`src/logic/pif_pkg.sv`:
```
// Behaviour
// - each flag is set by its event, regardless of any enable bit.
// - group 4 bit 4 is unimplemented, reads zero, ignores writes.
// - group 4 holds cell, waveform, oscillator, -, capture, timer2, gate, timer1 flags.
// - group 5 bits 5..0 hold DMA2 abort/overrun/dest/src, comparator 2, ext irq 1.
// - group 5 bits 7..6 are read-only I2C unit 2 transmit and receive flags.
// - ext irq 1 event comes from the gpio chosen by the pin select register.
// - every implemented flag resets to zero on any reset.
package pif_pkg;

  localparam int unsigned ADDR_W = 4;
  localparam int unsigned DATA_W = 8;
  localparam int unsigned PIN_N  = 8;
  localparam int unsigned SEL_W  = 3;

  // register offsets
  localparam logic [ADDR_W-1:0] OFF_FLAGS_GROUP4 = 4'h0;
  localparam logic [ADDR_W-1:0] OFF_FLAGS_GROUP5 = 4'h1;
  localparam logic [ADDR_W-1:0] OFF_MASK_GROUP4  = 4'h2;
  localparam logic [ADDR_W-1:0] OFF_MASK_GROUP5  = 4'h3;
  localparam logic [ADDR_W-1:0] OFF_PIN_SELECT   = 4'h4;

  // field positions, group 4
  localparam int unsigned BIT_LOGIC_CELL1      = 7;
  localparam int unsigned BIT_WAVEFORM_GEN1    = 6;
  localparam int unsigned BIT_NUM_OSC1         = 5;
  localparam int unsigned BIT_G4_UNUSED        = 4;
  localparam int unsigned BIT_CAPTURE_COMPARE1 = 3;
  localparam int unsigned BIT_TIMER2           = 2;
  localparam int unsigned BIT_TIMER1_GATE      = 1;
  localparam int unsigned BIT_TIMER1           = 0;

  // field positions, group 5
  localparam int unsigned BIT_I2C2_TX          = 7;
  localparam int unsigned BIT_I2C2_RX          = 6;
  localparam int unsigned BIT_DMA2_ABORT       = 5;
  localparam int unsigned BIT_DMA2_OVERRUN     = 4;
  localparam int unsigned BIT_DMA2_DEST_COUNT  = 3;
  localparam int unsigned BIT_DMA2_SRC_COUNT   = 2;
  localparam int unsigned BIT_COMPARATOR2      = 1;
  localparam int unsigned BIT_EXT_IRQ1         = 0;

  // pin select fields
  localparam int unsigned BIT_PIN_FALLING      = 3;
  localparam logic [DATA_W-1:0] PIN_SELECT_MASK = 8'h0F;

  // software-writable bits and implemented bits
  localparam logic [DATA_W-1:0] G4_WR_MASK = 8'hEF;
  localparam logic [DATA_W-1:0] G5_WR_MASK = 8'h3F;
  localparam logic [DATA_W-1:0] G5_RO_MASK = 8'hC0;

  // values after reset
  localparam logic [DATA_W-1:0] RST_FLAGS      = 8'h00;
  localparam logic [DATA_W-1:0] RST_MASK       = 8'h00;
  localparam logic [DATA_W-1:0] RST_PIN_SELECT = 8'h00;
  localparam logic [DATA_W-1:0] RD_IDLE        = 8'h00;

endpackage

```
`src/logic/pif_ext_pin.sv`:
```
`timescale 1ns/10ps
module pif_ext_pin
  import pif_pkg::*;
(
  input  wire logic             clock_i,
  input  wire logic             reset_n_i,
  input  wire logic [PIN_N-1:0] gpio_pins_i,
  input  wire logic [SEL_W-1:0] pin_index_i,
  input  wire logic             falling_i,
  output logic                  edge_o
);

  logic sel_level;
  logic prev_level;
  logic primed;

  // the selected pin, inverted when falling edges are chosen
  assign sel_level = gpio_pins_i[pin_index_i] ^ falling_i;

  // primed stops a pin already high at reset release from looking like an edge
  always_ff @(posedge clock_i) begin
    if (!reset_n_i) begin
      primed     <= 1'b0;
      prev_level <= 1'b0;
    end else begin
      primed     <= 1'b1;
      prev_level <= sel_level;
    end
  end

  // a change of pin index may itself look like an edge; software selects first
  always_ff @(posedge clock_i) begin
    if (!reset_n_i) begin
      edge_o <= 1'b0;
    end else begin
      edge_o <= primed & sel_level & ~prev_level;
    end
  end

endmodule

```
`src/logic/pif_flags.sv`:
```
// Added by the designer: the placing of the registers and the plain strobed port.
`timescale 1ns/10ps
module pif_flags
  import pif_pkg::*;
(
  input  wire logic              clock_i,
  input  wire logic              reset_n_i,
  input  wire logic [ADDR_W-1:0] addr_i,
  input  wire logic [DATA_W-1:0] wdata_i,
  input  wire logic              wr_i,
  input  wire logic              rd_i,
  output logic      [DATA_W-1:0] rdata_o,
  input  wire logic              logic_cell1_evt_i,
  input  wire logic              waveform_gen1_evt_i,
  input  wire logic              num_osc1_evt_i,
  input  wire logic              capture_compare1_evt_i,
  input  wire logic              timer2_evt_i,
  input  wire logic              timer1_gate_evt_i,
  input  wire logic              timer1_evt_i,
  input  wire logic              dma_ch2_abort_evt_i,
  input  wire logic              dma_ch2_overrun_evt_i,
  input  wire logic              dma_ch2_dest_count_evt_i,
  input  wire logic              dma_ch2_src_count_evt_i,
  input  wire logic              comparator2_evt_i,
  input  wire logic              i2c_unit2_tx_cond_i,
  input  wire logic              i2c_unit2_rx_cond_i,
  input  wire logic [PIN_N-1:0]  gpio_pins_i,
  output logic      [DATA_W-1:0] flags_group4_o,
  output logic      [DATA_W-1:0] flags_group5_o,
  output logic                   irq_o
);

  logic [DATA_W-1:0] periph_irq_flags_group4;
  logic [DATA_W-1:0] periph_irq_flags_group5;
  logic [DATA_W-1:0] irq_mask_group4;
  logic [DATA_W-1:0] irq_mask_group5;
  logic [DATA_W-1:0] ext_irq_pin_select_reg;

  logic [DATA_W-1:0] next_group4;
  logic [DATA_W-1:0] next_group5;
  logic [DATA_W-1:0] next_mask4;
  logic [DATA_W-1:0] next_mask5;
  logic [DATA_W-1:0] set_group4;
  logic [DATA_W-1:0] set_group5;
  logic [DATA_W-1:0] read_value;
  logic              ext_irq1_edge;
  logic              wr_group4;
  logic              wr_group5;
  logic              wr_mask4;
  logic              wr_mask5;
  logic              wr_pin_sel;

  // one decode serves both the write strobes and the read mux
  function automatic logic reg_hit(input logic [ADDR_W-1:0] a,
                                   input logic [ADDR_W-1:0] off);
    reg_hit = (a == off);
  endfunction

  assign wr_group4  = wr_i & reg_hit(addr_i, OFF_FLAGS_GROUP4);
  assign wr_group5  = wr_i & reg_hit(addr_i, OFF_FLAGS_GROUP5);
  assign wr_mask4   = wr_i & reg_hit(addr_i, OFF_MASK_GROUP4);
  assign wr_mask5   = wr_i & reg_hit(addr_i, OFF_MASK_GROUP5);
  assign wr_pin_sel = wr_i & reg_hit(addr_i, OFF_PIN_SELECT);

  pif_ext_pin u_ext_pin (
    .clock_i     (clock_i),
    .reset_n_i   (reset_n_i),
    .gpio_pins_i (gpio_pins_i),
    .pin_index_i (ext_irq_pin_select_reg[SEL_W-1:0]),
    .falling_i   (ext_irq_pin_select_reg[BIT_PIN_FALLING]),
    .edge_o      (ext_irq1_edge)
  );

  // event vectors laid out as the registers; no enable takes part
  always_comb begin
    set_group4                       = RST_FLAGS;
    set_group4[BIT_LOGIC_CELL1]      = logic_cell1_evt_i;
    set_group4[BIT_WAVEFORM_GEN1]    = waveform_gen1_evt_i;
    set_group4[BIT_NUM_OSC1]         = num_osc1_evt_i;
    set_group4[BIT_CAPTURE_COMPARE1] = capture_compare1_evt_i;
    set_group4[BIT_TIMER2]           = timer2_evt_i;
    set_group4[BIT_TIMER1_GATE]      = timer1_gate_evt_i;
    set_group4[BIT_TIMER1]           = timer1_evt_i;
  end

  always_comb begin
    set_group5                      = RST_FLAGS;
    set_group5[BIT_DMA2_ABORT]      = dma_ch2_abort_evt_i;
    set_group5[BIT_DMA2_OVERRUN]    = dma_ch2_overrun_evt_i;
    set_group5[BIT_DMA2_DEST_COUNT] = dma_ch2_dest_count_evt_i;
    set_group5[BIT_DMA2_SRC_COUNT]  = dma_ch2_src_count_evt_i;
    set_group5[BIT_COMPARATOR2]     = comparator2_evt_i;
    set_group5[BIT_EXT_IRQ1]        = ext_irq1_edge;
  end

  // set wins over a write of zero; the unused bit is forced low
  assign next_group4 = G4_WR_MASK &
                       (set_group4 | (wr_group4 ? wdata_i : periph_irq_flags_group4));

  // read-only pair mirrors the I2C unit, cleared only there
  assign next_group5 = (G5_RO_MASK & {i2c_unit2_tx_cond_i, i2c_unit2_rx_cond_i, 6'h00}) |
                       (G5_WR_MASK &
                        (set_group5 | (wr_group5 ? wdata_i : periph_irq_flags_group5)));

  assign next_mask4 = wr_mask4 ? wdata_i : irq_mask_group4;
  assign next_mask5 = wr_mask5 ? wdata_i : irq_mask_group5;

  always_ff @(posedge clock_i) begin
    if (!reset_n_i) begin
      periph_irq_flags_group4 <= RST_FLAGS;
      periph_irq_flags_group5 <= RST_FLAGS;
    end else begin
      periph_irq_flags_group4 <= next_group4;
      periph_irq_flags_group5 <= next_group5;
    end
  end

  always_ff @(posedge clock_i) begin
    if (!reset_n_i) begin
      irq_mask_group4 <= RST_MASK;
      irq_mask_group5 <= RST_MASK;
    end else begin
      irq_mask_group4 <= next_mask4;
      irq_mask_group5 <= next_mask5;
    end
  end

  always_ff @(posedge clock_i) begin
    if (!reset_n_i) begin
      ext_irq_pin_select_reg <= RST_PIN_SELECT;
    end else if (wr_pin_sel) begin
      ext_irq_pin_select_reg <= wdata_i & PIN_SELECT_MASK;
    end
  end

  // outputs toward the vectoring logic, registered copies of the flags
  always_ff @(posedge clock_i) begin
    if (!reset_n_i) begin
      flags_group4_o <= RST_FLAGS;
      flags_group5_o <= RST_FLAGS;
    end else begin
      flags_group4_o <= next_group4;
      flags_group5_o <= next_group5;
    end
  end

  // built from next values so irq_o moves in the same cycle as the flags
  always_ff @(posedge clock_i) begin
    if (!reset_n_i) begin
      irq_o <= 1'b0;
    end else begin
      irq_o <= |((next_group4 & next_mask4) | (next_group5 & next_mask5));
    end
  end

  always_comb begin
    read_value = RD_IDLE;
    if (reg_hit(addr_i, OFF_FLAGS_GROUP4)) begin
      read_value = periph_irq_flags_group4;
    end else if (reg_hit(addr_i, OFF_FLAGS_GROUP5)) begin
      read_value = periph_irq_flags_group5;
    end else if (reg_hit(addr_i, OFF_MASK_GROUP4)) begin
      read_value = irq_mask_group4;
    end else if (reg_hit(addr_i, OFF_MASK_GROUP5)) begin
      read_value = irq_mask_group5;
    end else if (reg_hit(addr_i, OFF_PIN_SELECT)) begin
      read_value = ext_irq_pin_select_reg;
    end
  end

  // read data stand one cycle only, zero otherwise and for unmapped addresses
  always_ff @(posedge clock_i) begin
    if (!reset_n_i) begin
      rdata_o <= RD_IDLE;
    end else if (rd_i) begin
      rdata_o <= read_value;
    end else begin
      rdata_o <= RD_IDLE;
    end
  end

  logic sel_level_chk;
  assign sel_level_chk = gpio_pins_i[ext_irq_pin_select_reg[SEL_W-1:0]] ^
                         ext_irq_pin_select_reg[BIT_PIN_FALLING];
endmodule

```
`config.mk`:
```
export PLATFORM = sky130hd
export DESIGN_NAME = pif_flags
export DESIGN_NICKNAME = d
export VERILOG_FILES = /design/src/logic/pif_pkg.sv /design/src/logic/pif_ext_pin.sv /design/src/logic/pif_flags.sv
export SDC_FILE = /design/constraint.sdc
export NUM_CORES = 1
export LEC_CHECK = 0
export ABC_CLOCK_PERIOD_IN_PS = 1500
export BUFFER_PORTS_ARGS = -buffer_cell sky130_fd_sc_hd__buf_2
export CAP_MARGIN = 20
export CORE_MARGIN = 2
export CORE_UTILIZATION = 47
export DETAILED_ROUTE_END_ITERATION = 8
export PLACE_DENSITY = 0.71
export SLEW_MARGIN = 20
export SYNTH_ARGS = -nofsm -noshare
export SYNTH_HDL_FRONTEND = slang
export SYNTH_SLANG_ARGS = --single-unit
```
`constraint.sdc`:
```
create_clock -name clock_i -period 1.5 [get_ports clock_i]
set_input_delay 0.075 -clock clock_i [delete_from_list [all_inputs] [get_ports clock_i]]
set_output_delay 0.075 -clock clock_i [all_outputs]
set_load 0.01 [all_outputs]
```
==> flow_summary.yaml <==
sta:
  rsz0062_at_grt: "yes"
  finalClockSkew_ps: 7.73
  setup_viol: 2
  fmax_mhz: 635
  hold_viol: 0
  setup_slack_ps: -76.0
  min_period_ps: 1580
  fin_crit_sh: 1.05
  final-max-slew-violation-count: 0
detailed_routing:
  drtIter0Drc: 121
  drc: 0
  vias_per_cell: 5.56
  drtAntennaViolNets: 0
  vias: 2552
  first_pass_iters: 5
  finalWirelength_um: 7090
  wire_per_inst_um: 15.4
global_route:
  grt_util_met3: 0.0503
  top_usage_layer: "met2"
  gr-usage-all-layers: 0.255
  grt_use_met2: 0.403
  grt_max_degree: 26
  grt_pass1_vias: 2183
  use_met1: 0.358
  antenna_found_initial: 0
  grt_overflow_total: 0
  grt_pass1_wl_um: 10900
pwr:
  vdd_drop_max_mv: 0.634
  p_int_mw: 2.04
  leakagePower_nw: 1.50
  switching_share: 0.267
  finalPower_mw: 2.79
  p_switching_mw: 0.745
  seqPwrFrac: 0.477
  p_per_area_nw_per_um2: 836
  pwr-share-comb: 0.167
  power_frac_clock: 0.356
synthesis:
  synth_most_common_cell: "dfxtp_1"
  synthTopCellsByArea: "dfxtp_1 (39%), mux2i_1 (8.7%), a21oi_1 (8.5%)"
  synth_edf_count: 0
  syn-cell-area_sq_um: 2410
  synthCells: 291
  syn_nets: 329
  postSynth.topFlopCell: "dfxtp_1"
  synth_top_area_share: 0.391
  yosysSeqAreaShare: 0.391
  async_flop_share: 0
  yosys.area.top_type: "dfxtp_1"
  synth-seq-cells: 47
  ys_warn_count: 0
  synth_cell_type_count: 42
  synth_commonest_cells: "dfxtp_1 (47), a21oi_1 (41), nand2_1 (31), nor2_1 (27), inv_1 (22)"
  syn_avg_cell_area_sq_um: 8.27
die:
  core_area_sq_um: 5010
  die_w_um: 75.6
  die_h_um: 75.6
  rows: 26
  die_area_sq_um: 5710
  start_util: 0.481
  design.portCount: 63
cells_and_area:
  areaGrowthSynthToFinish_pct: 38.7
  nets: 426
  drive_gt1_frac: 0.347
  num_antenna_cells: 0
  nFillCells: 445
worst_setup_path:
  arrival_ps: 1780
  cp-start-kind: "register"
  cp_slowest_cell: "mux4_2"
  end_kind: "register"
  worstPathMaxFanout: 3
  critPathBufInv: 0
  crit_family: "multiplexers"
  cpPeakStageDelay_ps: 490
  worstSetupPathType: "reg2reg"
  crit_required_ps: 1700
  critical_path.cell_chain: "mux4_2 > mux2i_1 > xor2_1 > nor2_1 > and3b_1"
clock_network:
  cts_buffers: 5
  clockBufferDepth: 2
  h-tree-depth: 2
  clock_latency_ps: 310
  cts_sinks: 47
  cts_tree: "built"
  cts_root_buf: "clkbuf_8"
  clk_pin_slew_ps: 90
run:
  cap_violations: 0
placed_design:
  port-buffer-count: 61
  dp_hpwl_um: 5380
  dpl_worst_slack_ps: -386
  gp_congestion: 0.848
run_status:
  status: "finished with violations"
  violations: "setup timing"
hold_path:
  hp-class: "in2reg"
tightest hold or removal path, delay by kind of cell:
kind                   cells  cell delay [ps]
AO/OA/AOI/OAI              1               50
buffers and inverters      2              170
per-stage QoR:
stage	hold slack (ps)	instance area, sq um	util	TNS (ps)	cells
finish	15.5	3340	0.667	-115	459
global route	5.76	3340	0.667	-312	459
CTS	10.9	3260	0.651	-95.5	457
detailed placement	311	3120	0.623	-460	447
global placement	313	3120	0.623	-451	447
floorplan	103	2480	-	-85.1	291
final cells by class:
class	instances	area, sq um	area share
tap	70	87.6	0.0262
inverter	22	82.6	0.0247
clock buffer	6	82.6	0.0247
sequential	47	946	0.283
clock inverter	2	35.0	0.0105
multi-input combinational	203	1420	0.425
timing repair buffer	109	687	0.206
metal layers:
metal  wire length [um]  vias up
li1                   -     1242
met1               3100     1190
met2               3320      107
met3                555       13
met4                112        0
met5                  0        -
path summary, 6_finish.rpt:
kind | startpoint | to | slack [ps] | cells past startpoint
worst max-delay path | ext_irq_pin_select_reg[0] | u_ext_pin.edge_o | -80 | 5
worst min-delay path | num_osc1_evt_i | flags_group4_o[5] | 20 | 3
worst max register to register | ext_irq_pin_select_reg[0] | u_ext_pin.edge_o | -80 | 5
worst min register to register | irq_mask_group4[4] | irq_mask_group4[4] | 470 | 2
placed cells by master (no fill, tap or decap), types with 2 or more instances in the layout:
cell | synthesis | routed
a2111oi_2 | 0 | 2
dlygate4sd3_1 | 0 | 2
a2111oi_1 | 2 | 2
clkbuf_8 | 0 | 6
buf_2 | 6 | 61
a22oi_1 | 8 | 8
nand3_1 | 8 | 7
and2_1 | 5 | 5
a21oi_1 | 41 | 41
a221oi_1 | 9 | 7
o22ai_1 | 5 | 5
a2111oi_4 | 0 | 4
buf_4 | 1 | 44
dfxtp_1 | 47 | 45
nor4_1 | 3 | 2
mux2i_1 | 21 | 21
nor2b_1 | 2 | 2
o21ai_0 | 3 | 3
nor2_1 | 27 | 27
a221oi_2 | 0 | 2
mux4_2 | 3 | 3
nor3_2 | 1 | 2
a211oi_1 | 8 | 8
nor3_1 | 3 | 2
inv_1 | 22 | 22
nand2_1 | 31 | 30
power by group through the flow:
stage          Combinational, mW  Sequential [mW]  Clock, mW
3_3_place_gp               0.433             1.36          0
6_report                   0.466             1.33      0.992
5_1_grt                    0.507             1.34       1.04
4_1_cts                    0.446             1.33      0.997
2_1_floorplan              0.206             1.37          0
3_5_place_dp               0.440             1.36          0
cell families (layout without fill, tap and decap cells):
family,count (synthesis),in the layout,share of synthesized area
AOI/OAI and AO/OA,86,86,0.231
DFF,47,47,0.391
xor gates and xnor gates,1,1,0.00364
and+or+nand+nor,89,89,0.176
muxes,26,26,0.125
other,1,1,0.00156
buffers and inverters,41,139,0.0717
repair_timing:
action,4_1_cts,5_1_grt
resized for setup,1,12
setup buffers,0,2
pin swaps,1,5
hold buffers,2,0
setup endpoints to repair,2,3
endpoints found under the hold margin,2,0
(Power assumes the default switching activity.)
